===== config.mk =====
export PLATFORM = sky130hd
export DESIGN_NAME = pdp_core
export DESIGN_NICKNAME = d
export VERILOG_FILES = /design/src/design/pdp_pkg.sv /design/src/design/pdp_core.sv
export SDC_FILE = /design/constraint.sdc
export NUM_CORES = 1
export LEC_CHECK = 0
export ABC_CLOCK_PERIOD_IN_PS = 3000
export BUFFER_PORTS_ARGS = -buffer_cell sky130_fd_sc_hd__buf_2
export CAP_MARGIN = 0
export CORE_MARGIN = 5
export CORE_UTILIZATION = 40
export CTS_CLUSTER_SIZE = 40
export DETAILED_ROUTE_END_ITERATION = 6
export GPL_TIMING_DRIVEN = 0
export PLACE_DENSITY = 0.71
export SYNTH_ARGS = -nofsm -noshare
export SYNTH_HDL_FRONTEND = slang
export SYNTH_SLANG_ARGS = --single-unit

===== constraint.sdc =====
create_clock -name CLK_SYS -period 3 [get_ports CLK_SYS]
set_input_delay 0.6 -clock CLK_SYS [delete_from_list [all_inputs] [get_ports CLK_SYS]]
set_output_delay 0.6 -clock CLK_SYS [all_outputs]
set_load 0.005 [all_outputs]

===== src/design/pdp_pkg.sv =====
package pdp_pkg;

    // ----------------------------------------
    // Register map
    // ----------------------------------------
    localparam logic [3:0] CTRL_OFS   = 4'h0;
    localparam logic [3:0] REFDIV_OFS = 4'h4;
    localparam logic [3:0] STATUS_OFS = 4'h8;

    // ----------------------------------------
    // Fields and reset values
    // ----------------------------------------
    localparam int         CTRL_SRST_BIT  = 0;
    localparam int         CTRL_OVR_BIT   = 1;
    localparam int         CTRL_CODE_LSB  = 2;
    localparam logic [7:0] CTRL_RST       = 8'h00;
    localparam logic [7:0] REFDIV_RST     = 8'h01;
    localparam int         STAT_CODE_LSB  = 0;
    localparam int         STAT_RST_BIT   = 4;
    localparam int         STAT_SRC_BIT   = 5;
    localparam int         STAT_SNK_BIT   = 6;

    // ----------------------------------------
    // Divider, pin width and detector states
    // ----------------------------------------
    localparam logic [5:0] RATIO_BASE = 6'h19;
    localparam int         PIN_W      = 7;

    typedef enum logic [2:0] {
        PFD_OFF = 3'b001,
        PFD_SRC = 3'b010,
        PFD_SNK = 3'b100
    } pdp_pfd_t;

endpackage


===== src/design/pdp_core.sv =====
`timescale 1ns/1ps
module pdp_core
    import pdp_pkg::*;
(
    // Clock and reset
    input  wire logic        CLK_SYS,
    input  wire logic        ARST_N,
    // Synthesizer pins
    input  wire logic        FIN_PRESCALED,
    input  wire logic        REFERENCE_OSC_IN,
    input  wire logic [3:0]  RATIO_SEL,
    input  wire logic [3:0]  RATIO_SEL_DRIVEN,
    input  wire logic        RESET_PIN,
    input  wire logic        RESET_PIN_DRIVEN,
    // Charge pump and monitors
    output logic             CP_OUT,
    output logic             CP_OE,
    output logic             DIV_MON,
    output logic             REF_MON,
    // Wishbone slave
    input  wire logic        WB_CYC_I,
    input  wire logic        WB_STB_I,
    input  wire logic        WB_WE_I,
    input  wire logic [3:0]  WB_ADR_I,
    input  wire logic [3:0]  WB_SEL_I,
    input  wire logic [31:0] WB_DAT_I,
    output logic [31:0]      WB_DAT_O,
    output logic             WB_ACK_O
);
    import pdp_pkg::*;

    function automatic logic reg_hit(input logic [3:0] adr, input logic [3:0] ofs);
        reg_hit = (adr[3:2] == ofs[3:2]);
    endfunction

    // ----------------------------------------
    // Pin conditioning
    // ----------------------------------------
    logic [PIN_W-1:0] pin_raw;
    logic [PIN_W-1:0] s1_reg;
    logic [PIN_W-1:0] s2_reg;
    logic [PIN_W-1:0] s3_reg;
    logic [PIN_W-1:0] filt_reg;
    logic [PIN_W-1:0] filt_d_reg;
    logic [3:0]       ratio_pin;
    logic             rst_pin;

    assign rst_pin = RESET_PIN_DRIVEN ? RESET_PIN : 1'b0;

    genvar gi;
    generate
        for (gi = 0; gi < 4; gi++) begin : g_pull
            // Pull-up behaviour of an open select input
            assign ratio_pin[gi] = RATIO_SEL_DRIVEN[gi] ? RATIO_SEL[gi] : 1'b1;
        end
    endgenerate

    assign pin_raw = {rst_pin, ratio_pin, REFERENCE_OSC_IN, FIN_PRESCALED};

    generate
        for (gi = 0; gi < PIN_W; gi++) begin : g_sync
            always_ff @(posedge CLK_SYS or negedge ARST_N) begin
                if (!ARST_N) begin
                    s1_reg[gi]     <= 1'b0;
                    s2_reg[gi]     <= 1'b0;
                    s3_reg[gi]     <= 1'b0;
                    filt_reg[gi]   <= 1'b0;
                    filt_d_reg[gi] <= 1'b0;
                end else begin
                    s1_reg[gi]     <= pin_raw[gi];
                    s2_reg[gi]     <= s1_reg[gi];
                    s3_reg[gi]     <= s2_reg[gi];
                    // Glitch guard: accept only when two stages agree
                    if (s2_reg[gi] == s3_reg[gi]) begin
                        filt_reg[gi] <= s3_reg[gi];
                    end
                    filt_d_reg[gi] <= filt_reg[gi];
                end
            end
        end
    endgenerate

    logic       fin_edge;
    logic       ref_edge;
    logic [3:0] pin_code;
    assign fin_edge = filt_reg[0] & ~filt_d_reg[0];
    assign ref_edge = filt_reg[1] & ~filt_d_reg[1];
    assign pin_code = filt_reg[5:2];

    // ----------------------------------------
    // Software registers
    // ----------------------------------------
    logic [7:0]  ctrl_reg;
    logic [7:0]  refdiv_reg;
    logic        ack_reg;
    logic [31:0] dat_reg;
    logic        wb_req;
    logic        hold_rst;
    logic [3:0]  code;

    assign wb_req   = WB_CYC_I & WB_STB_I & ~ack_reg;
    assign hold_rst = filt_reg[6] | ctrl_reg[CTRL_SRST_BIT];
    assign code     = ctrl_reg[CTRL_OVR_BIT] ? ctrl_reg[CTRL_CODE_LSB +: 4] : pin_code;

    always_ff @(posedge CLK_SYS or negedge ARST_N) begin
        if (!ARST_N) begin
            ctrl_reg   <= CTRL_RST;
            refdiv_reg <= REFDIV_RST;
        end else if (wb_req && WB_WE_I && WB_SEL_I[0]) begin
            if (reg_hit(WB_ADR_I, CTRL_OFS)) begin
                ctrl_reg <= WB_DAT_I[7:0];
            end
            if (reg_hit(WB_ADR_I, REFDIV_OFS)) begin
                refdiv_reg <= WB_DAT_I[7:0];
            end
        end
    end

    pdp_pfd_t pfd_reg;
    pdp_pfd_t pfd_next;

    always_ff @(posedge CLK_SYS or negedge ARST_N) begin
        if (!ARST_N) begin
            ack_reg <= 1'b0;
            dat_reg <= 32'h0000_0000;
        end else begin
            ack_reg <= wb_req;
            dat_reg <= 32'h0000_0000;
            if (wb_req && !WB_WE_I) begin
                if (reg_hit(WB_ADR_I, CTRL_OFS)) begin
                    dat_reg[7:0] <= ctrl_reg;
                end else if (reg_hit(WB_ADR_I, REFDIV_OFS)) begin
                    dat_reg[7:0] <= refdiv_reg;
                end else if (reg_hit(WB_ADR_I, STATUS_OFS)) begin
                    dat_reg[STAT_CODE_LSB +: 4] <= code;
                    dat_reg[STAT_RST_BIT]       <= hold_rst;
                    dat_reg[STAT_SRC_BIT]       <= (pfd_reg == PFD_SRC);
                    dat_reg[STAT_SNK_BIT]       <= (pfd_reg == PFD_SNK);
                end
            end
        end
    end

    assign WB_ACK_O = ack_reg;
    assign WB_DAT_O = dat_reg;

    // ----------------------------------------
    // Feedback divider
    // ----------------------------------------
    logic [5:0] ratio;
    logic [5:0] fb_cnt_reg;
    logic       fb_mon_reg;
    logic       div_edge;

    assign ratio    = RATIO_BASE + {2'b00, code};
    assign div_edge = fin_edge && !hold_rst && (fb_cnt_reg >= ratio - 6'h01);

    always_ff @(posedge CLK_SYS or negedge ARST_N) begin
        if (!ARST_N) begin
            fb_cnt_reg <= 6'h00;
            fb_mon_reg <= 1'b0;
        end else if (hold_rst) begin
            fb_cnt_reg <= 6'h00;
            fb_mon_reg <= 1'b0;
        end else if (fin_edge) begin
            // Ratio change mid-cycle takes effect at the next input edge, since the wrap compare uses the current ratio
            if (div_edge) begin
                fb_cnt_reg <= 6'h00;
                fb_mon_reg <= 1'b1;
            end else begin
                fb_cnt_reg <= fb_cnt_reg + 6'h01;
                if (fb_cnt_reg + 6'h01 >= {1'b0, ratio[5:1]}) begin
                    fb_mon_reg <= 1'b0;
                end
            end
        end
    end

    // ----------------------------------------
    // Reference prescaler
    // ----------------------------------------
    logic [7:0] rdiv;
    logic [7:0] rf_cnt_reg;
    logic       rf_mon_reg;
    logic       rdiv_edge;

    // Zero is treated as divide by one
    assign rdiv      = (refdiv_reg == 8'h00) ? 8'h01 : refdiv_reg;
    assign rdiv_edge = ref_edge && !hold_rst && (rf_cnt_reg >= rdiv - 8'h01);

    always_ff @(posedge CLK_SYS or negedge ARST_N) begin
        if (!ARST_N) begin
            rf_cnt_reg <= 8'h00;
            rf_mon_reg <= 1'b0;
        end else if (hold_rst) begin
            rf_cnt_reg <= 8'h00;
            rf_mon_reg <= 1'b0;
        end else if (ref_edge) begin
            if (rdiv_edge) begin
                rf_cnt_reg <= 8'h00;
                rf_mon_reg <= (rdiv == 8'h01) ? ~rf_mon_reg : 1'b1;
            end else begin
                rf_cnt_reg <= rf_cnt_reg + 8'h01;
                if (rf_cnt_reg + 8'h01 >= {1'b0, rdiv[7:1]}) begin
                    rf_mon_reg <= 1'b0;
                end
            end
        end
    end

    // ----------------------------------------
    // Phase/frequency detector
    // ----------------------------------------
    always_comb begin
        pfd_next = pfd_reg;
        case (pfd_reg)
            PFD_OFF: begin
                // Coincident edges leave the pump off
                if (rdiv_edge && !div_edge) begin
                    pfd_next = PFD_SRC;
                end else if (div_edge && !rdiv_edge) begin
                    pfd_next = PFD_SNK;
                end
            end
            PFD_SRC: begin
                if (div_edge) begin
                    pfd_next = PFD_OFF;
                end
            end
            PFD_SNK: begin
                if (rdiv_edge) begin
                    pfd_next = PFD_OFF;
                end
            end
            default: pfd_next = PFD_OFF;
        endcase
    end

    always_ff @(posedge CLK_SYS or negedge ARST_N) begin
        if (!ARST_N) begin
            pfd_reg <= PFD_OFF;
        end else if (hold_rst) begin
            pfd_reg <= PFD_OFF;
        end else begin
            pfd_reg <= pfd_next;
        end
    end

    // ----------------------------------------
    // Pin drivers
    // ----------------------------------------
    always_ff @(posedge CLK_SYS or negedge ARST_N) begin
        if (!ARST_N) begin
            CP_OUT  <= 1'b0;
            CP_OE   <= 1'b0;
            DIV_MON <= 1'b0;
            REF_MON <= 1'b0;
        end else begin
            // Pulse width tracks phase error, giving a linear gain
            CP_OUT  <= (pfd_next == PFD_SRC);
            CP_OE   <= !hold_rst && (pfd_next != PFD_OFF);
            DIV_MON <= fb_mon_reg;
            REF_MON <= rf_mon_reg;
        end
    end

endmodule


==> summary.txt <==
Placed design
  • Post-DP HPWL: 6250 microns
  • Cell Area, Placed: 4650 sq um
  • Number of I/O port buffers: 40
  • Dpl ws: -442 ps
  • Routability Congestion: 0.827

CTS
  • CTS tree: done
  • CTS H-tree depth: 3
  • Clock-pin slew on the worst setup and hold paths: 90 ps
  • CTS sink count: 78
  • Max clock buf depth: 2
  • Num CTS Buffers: 9
  • Worst skew pair latency: 360 ps
  • Clock tree root buffer cell: clkbuf_8
  • Cts hold-fix bufs: 0

Detailed routing
  • Met1 wire length: 3760 microns
  • DR pass1 iterations: 4
  • WL per Instance: 14.1 microns
  • Uppermost layer routed: met4
  • Met3 wire length: 382 microns
  • Iter 0 DRT Violations: 82
  • Met2 WL: 4060 microns
  • DRC: 0
  • Post-route ant nets: 0
  • DR vias: 2860
  • Vias/cell: 4.81
  • Final WL: 8370 microns

Yosys
  • Cell variety after synth: 56
  • Number of synthesized flops with an enable pin: 0
  • Synthesis Warnings: 0
  • Sequential area share after synthesis: 46.9%
  • Post-synth ARST share: 100%
  • #FFs+latches synth: 78
  • Leading area contributor after synthesis: dfrtp_1
  • Mapped Area: 4170 sq um
  • Syn_area_per_cell: 11.1 sq um
  • Synth Flop Type: dfrtp_1
  • Count leader, synth: dfrtp_1
  • Synth area leaders: dfrtp_1 46%, ha_1 9.0%, buf_4 4.7%
  • Top cell type's share of synthesized area: 45.7%
  • Syn Inst Count: 375
  • Top cells by count, synth: 76 x dfrtp_1, 30 x ha_1, 26 x buf_4

Flow run
  • Max-cap viol count: 0

Status
  • Outcome: finished, final reports clean

Pwr
  • Power Density: 610 nW/um^2
  • Leakage: 2.40 nW
  • Peak VDD IR: 0.281 mV
  • Total power: 3.03 mW

Timing
  • Worst-margin pin slew: 610 ps
  • Fin. Hold Viols: 0
  • Max frequency: 348 MHz
  • Final min period: 2870 ps
  • Clock Skews: 13.1 ps
  • Part of the cycle the worst path needs: 95.7%
  • # setup viols final: 0
  • Setup tns final: 0 ps
  • Rel. slew slack: 59.0%
  • Final worst slack: 128 ps
  • RSZ-0062 raised after global routing: no
  • Hold_ws: 87.2 ps
  • Max-slew violations: 0

Die
  • I/O pin count: 94
  • Die Wd: 112 microns
  • Core ar.: 10200 sq um
  • Initial core utilization: 40.7%
  • Chip Height: 112 microns
  • Die area: 12600 sq um
  • Rows: 37

GRT
  • Initial antenna violation count: 0
  • GRT overflow: 0
  • Vias in the first global route: 2991
  • Tot GR Track Use: 13.9%
  • Pin count of the biggest net entering global routing: 66
  • First-pass GRT wire length: 14300 microns

Critical path
  • Worst path arrival time: 3110 ps
  • Startpoint types: flip-flop
  • Crit Path Class: reg2reg
  • Worst setup EP type: flip-flop
  • WP data required: 3240 ps
  • CP Max Fanout: 3
  • R2R Setup Slk: 130 ps

Finish
  • Share of cells above drive strength 1: 29.8%
  • Final nets: 541
  • Syn-to-layout area delta: 19.3%
  • Diodes inserted: 0
  • Design area: 4970 sq um

Hold path
  • Worst hold path type: in2async
[area by class of cell]
cell class	instances	area [sq um]
Clock buffer	9	124
Fill cell	928	5260
Clock inverter	7	82.6
Buffer	34	234
Inverter	18	67.6
Multi-Input combinational cell	268	2080
Sequential cell	78	1960
Timing Repair Buffer	45	260
Tap cell	136	170
[power breakdown]
part | total, mW | switching [mW] | internal (mW)
clock | 0.812 | 0.417 | 0.395
sequential | 1.29 | 0.118 | 1.17
combinational | 0.933 | 0.478 | 0.456
total | 3.03 | 1.01 | 2.02
[metal layers]
metal / GRT usage [%] / up-vias
met5: 0 / -
met2: 22.5 / 62
met1: 18.3 / 1363
li1: - / 1419
met3: 3.56 / 16
met4: 4.81 / 0
[kinds of logic (layout without fill, tap and decap cells)]
group,Yosys count,count (layout),synth area share [%]
compound gates,59,59,9.82
xor+xnor,18,18,3.78
fa+ha+maj,38,38,10.9
buf+inv,52,113,7.15
flops,78,78,46.9
mux,28,28,7.21
other cells,1,24,0.0900
simple gates,101,101,14.1
[worst max-delay path, stage by stage (launching register included)]
cell and delay, ps:
dfrtp_2 440, nor2_4 130, nand2_2 90, nor4_4 210
a21o_1 200, inv_2 60, ha_4 170, xnor2_1 120
ha_2 310, o21a_1 160, nor2_4 40, o31ai_4 280
and3_4 250, o22ai_1 90, a31o_1 190
[cells in the final DEF, fill, tap and decap left out, types with 6 or more instances in the layout]
cell	synthesis	routed
nand2b_1	10	10
clkbuf_8	0	9
nor3_1	7	7
conb_1	1	24
ha_1	30	27
mux2i_1	12	12
dfrtp_1	76	74
buf_2	4	43
nor2_1	22	20
nand2_1	17	16
buf_4	26	30
nand3_1	7	7
mux2_2	16	16
inv_1	18	15
xnor2_1	11	11
a21oi_1	15	15
o21ai_0	15	15
maj3_1	8	8
xor2_1	7	6
[path summary, 6_finish.rpt]
| check | to | from | cells after the start |
|---|---|---|---|
| min | ctrl_reg[4] | ARST_N | 1 |
| max reg2reg | CP_OE | refdiv_reg[3] | 14 |
| max | CP_OE | refdiv_reg[3] | 14 |
| max in group asynchronous | pfd_reg[0] | ARST_N | 2 |
| min in group CLK_SYS | s2_reg[5] | s1_reg[5] | 0 |
| min reg2reg | s2_reg[5] | s1_reg[5] | 0 |
[through the flow]
step	util, %	std cells
2_1_floorplan	-	398
3_3_place_gp	45.2	574
3_5_place_dp	45.5	575
4_1_cts	48.2	595
5_1_grt	48.6	595
6_report	48.6	595
[what timing repair did]
| item | CTS | global route |
|---|---|---|
| setup endpoints to repair | 14 | 14 |
| resized for setup | 9 | 10 |
| pin swaps | 5 | 6 |
| setup buffers | 4 | 0 |
No activity file was read; power rests on OpenSTA's default activity.
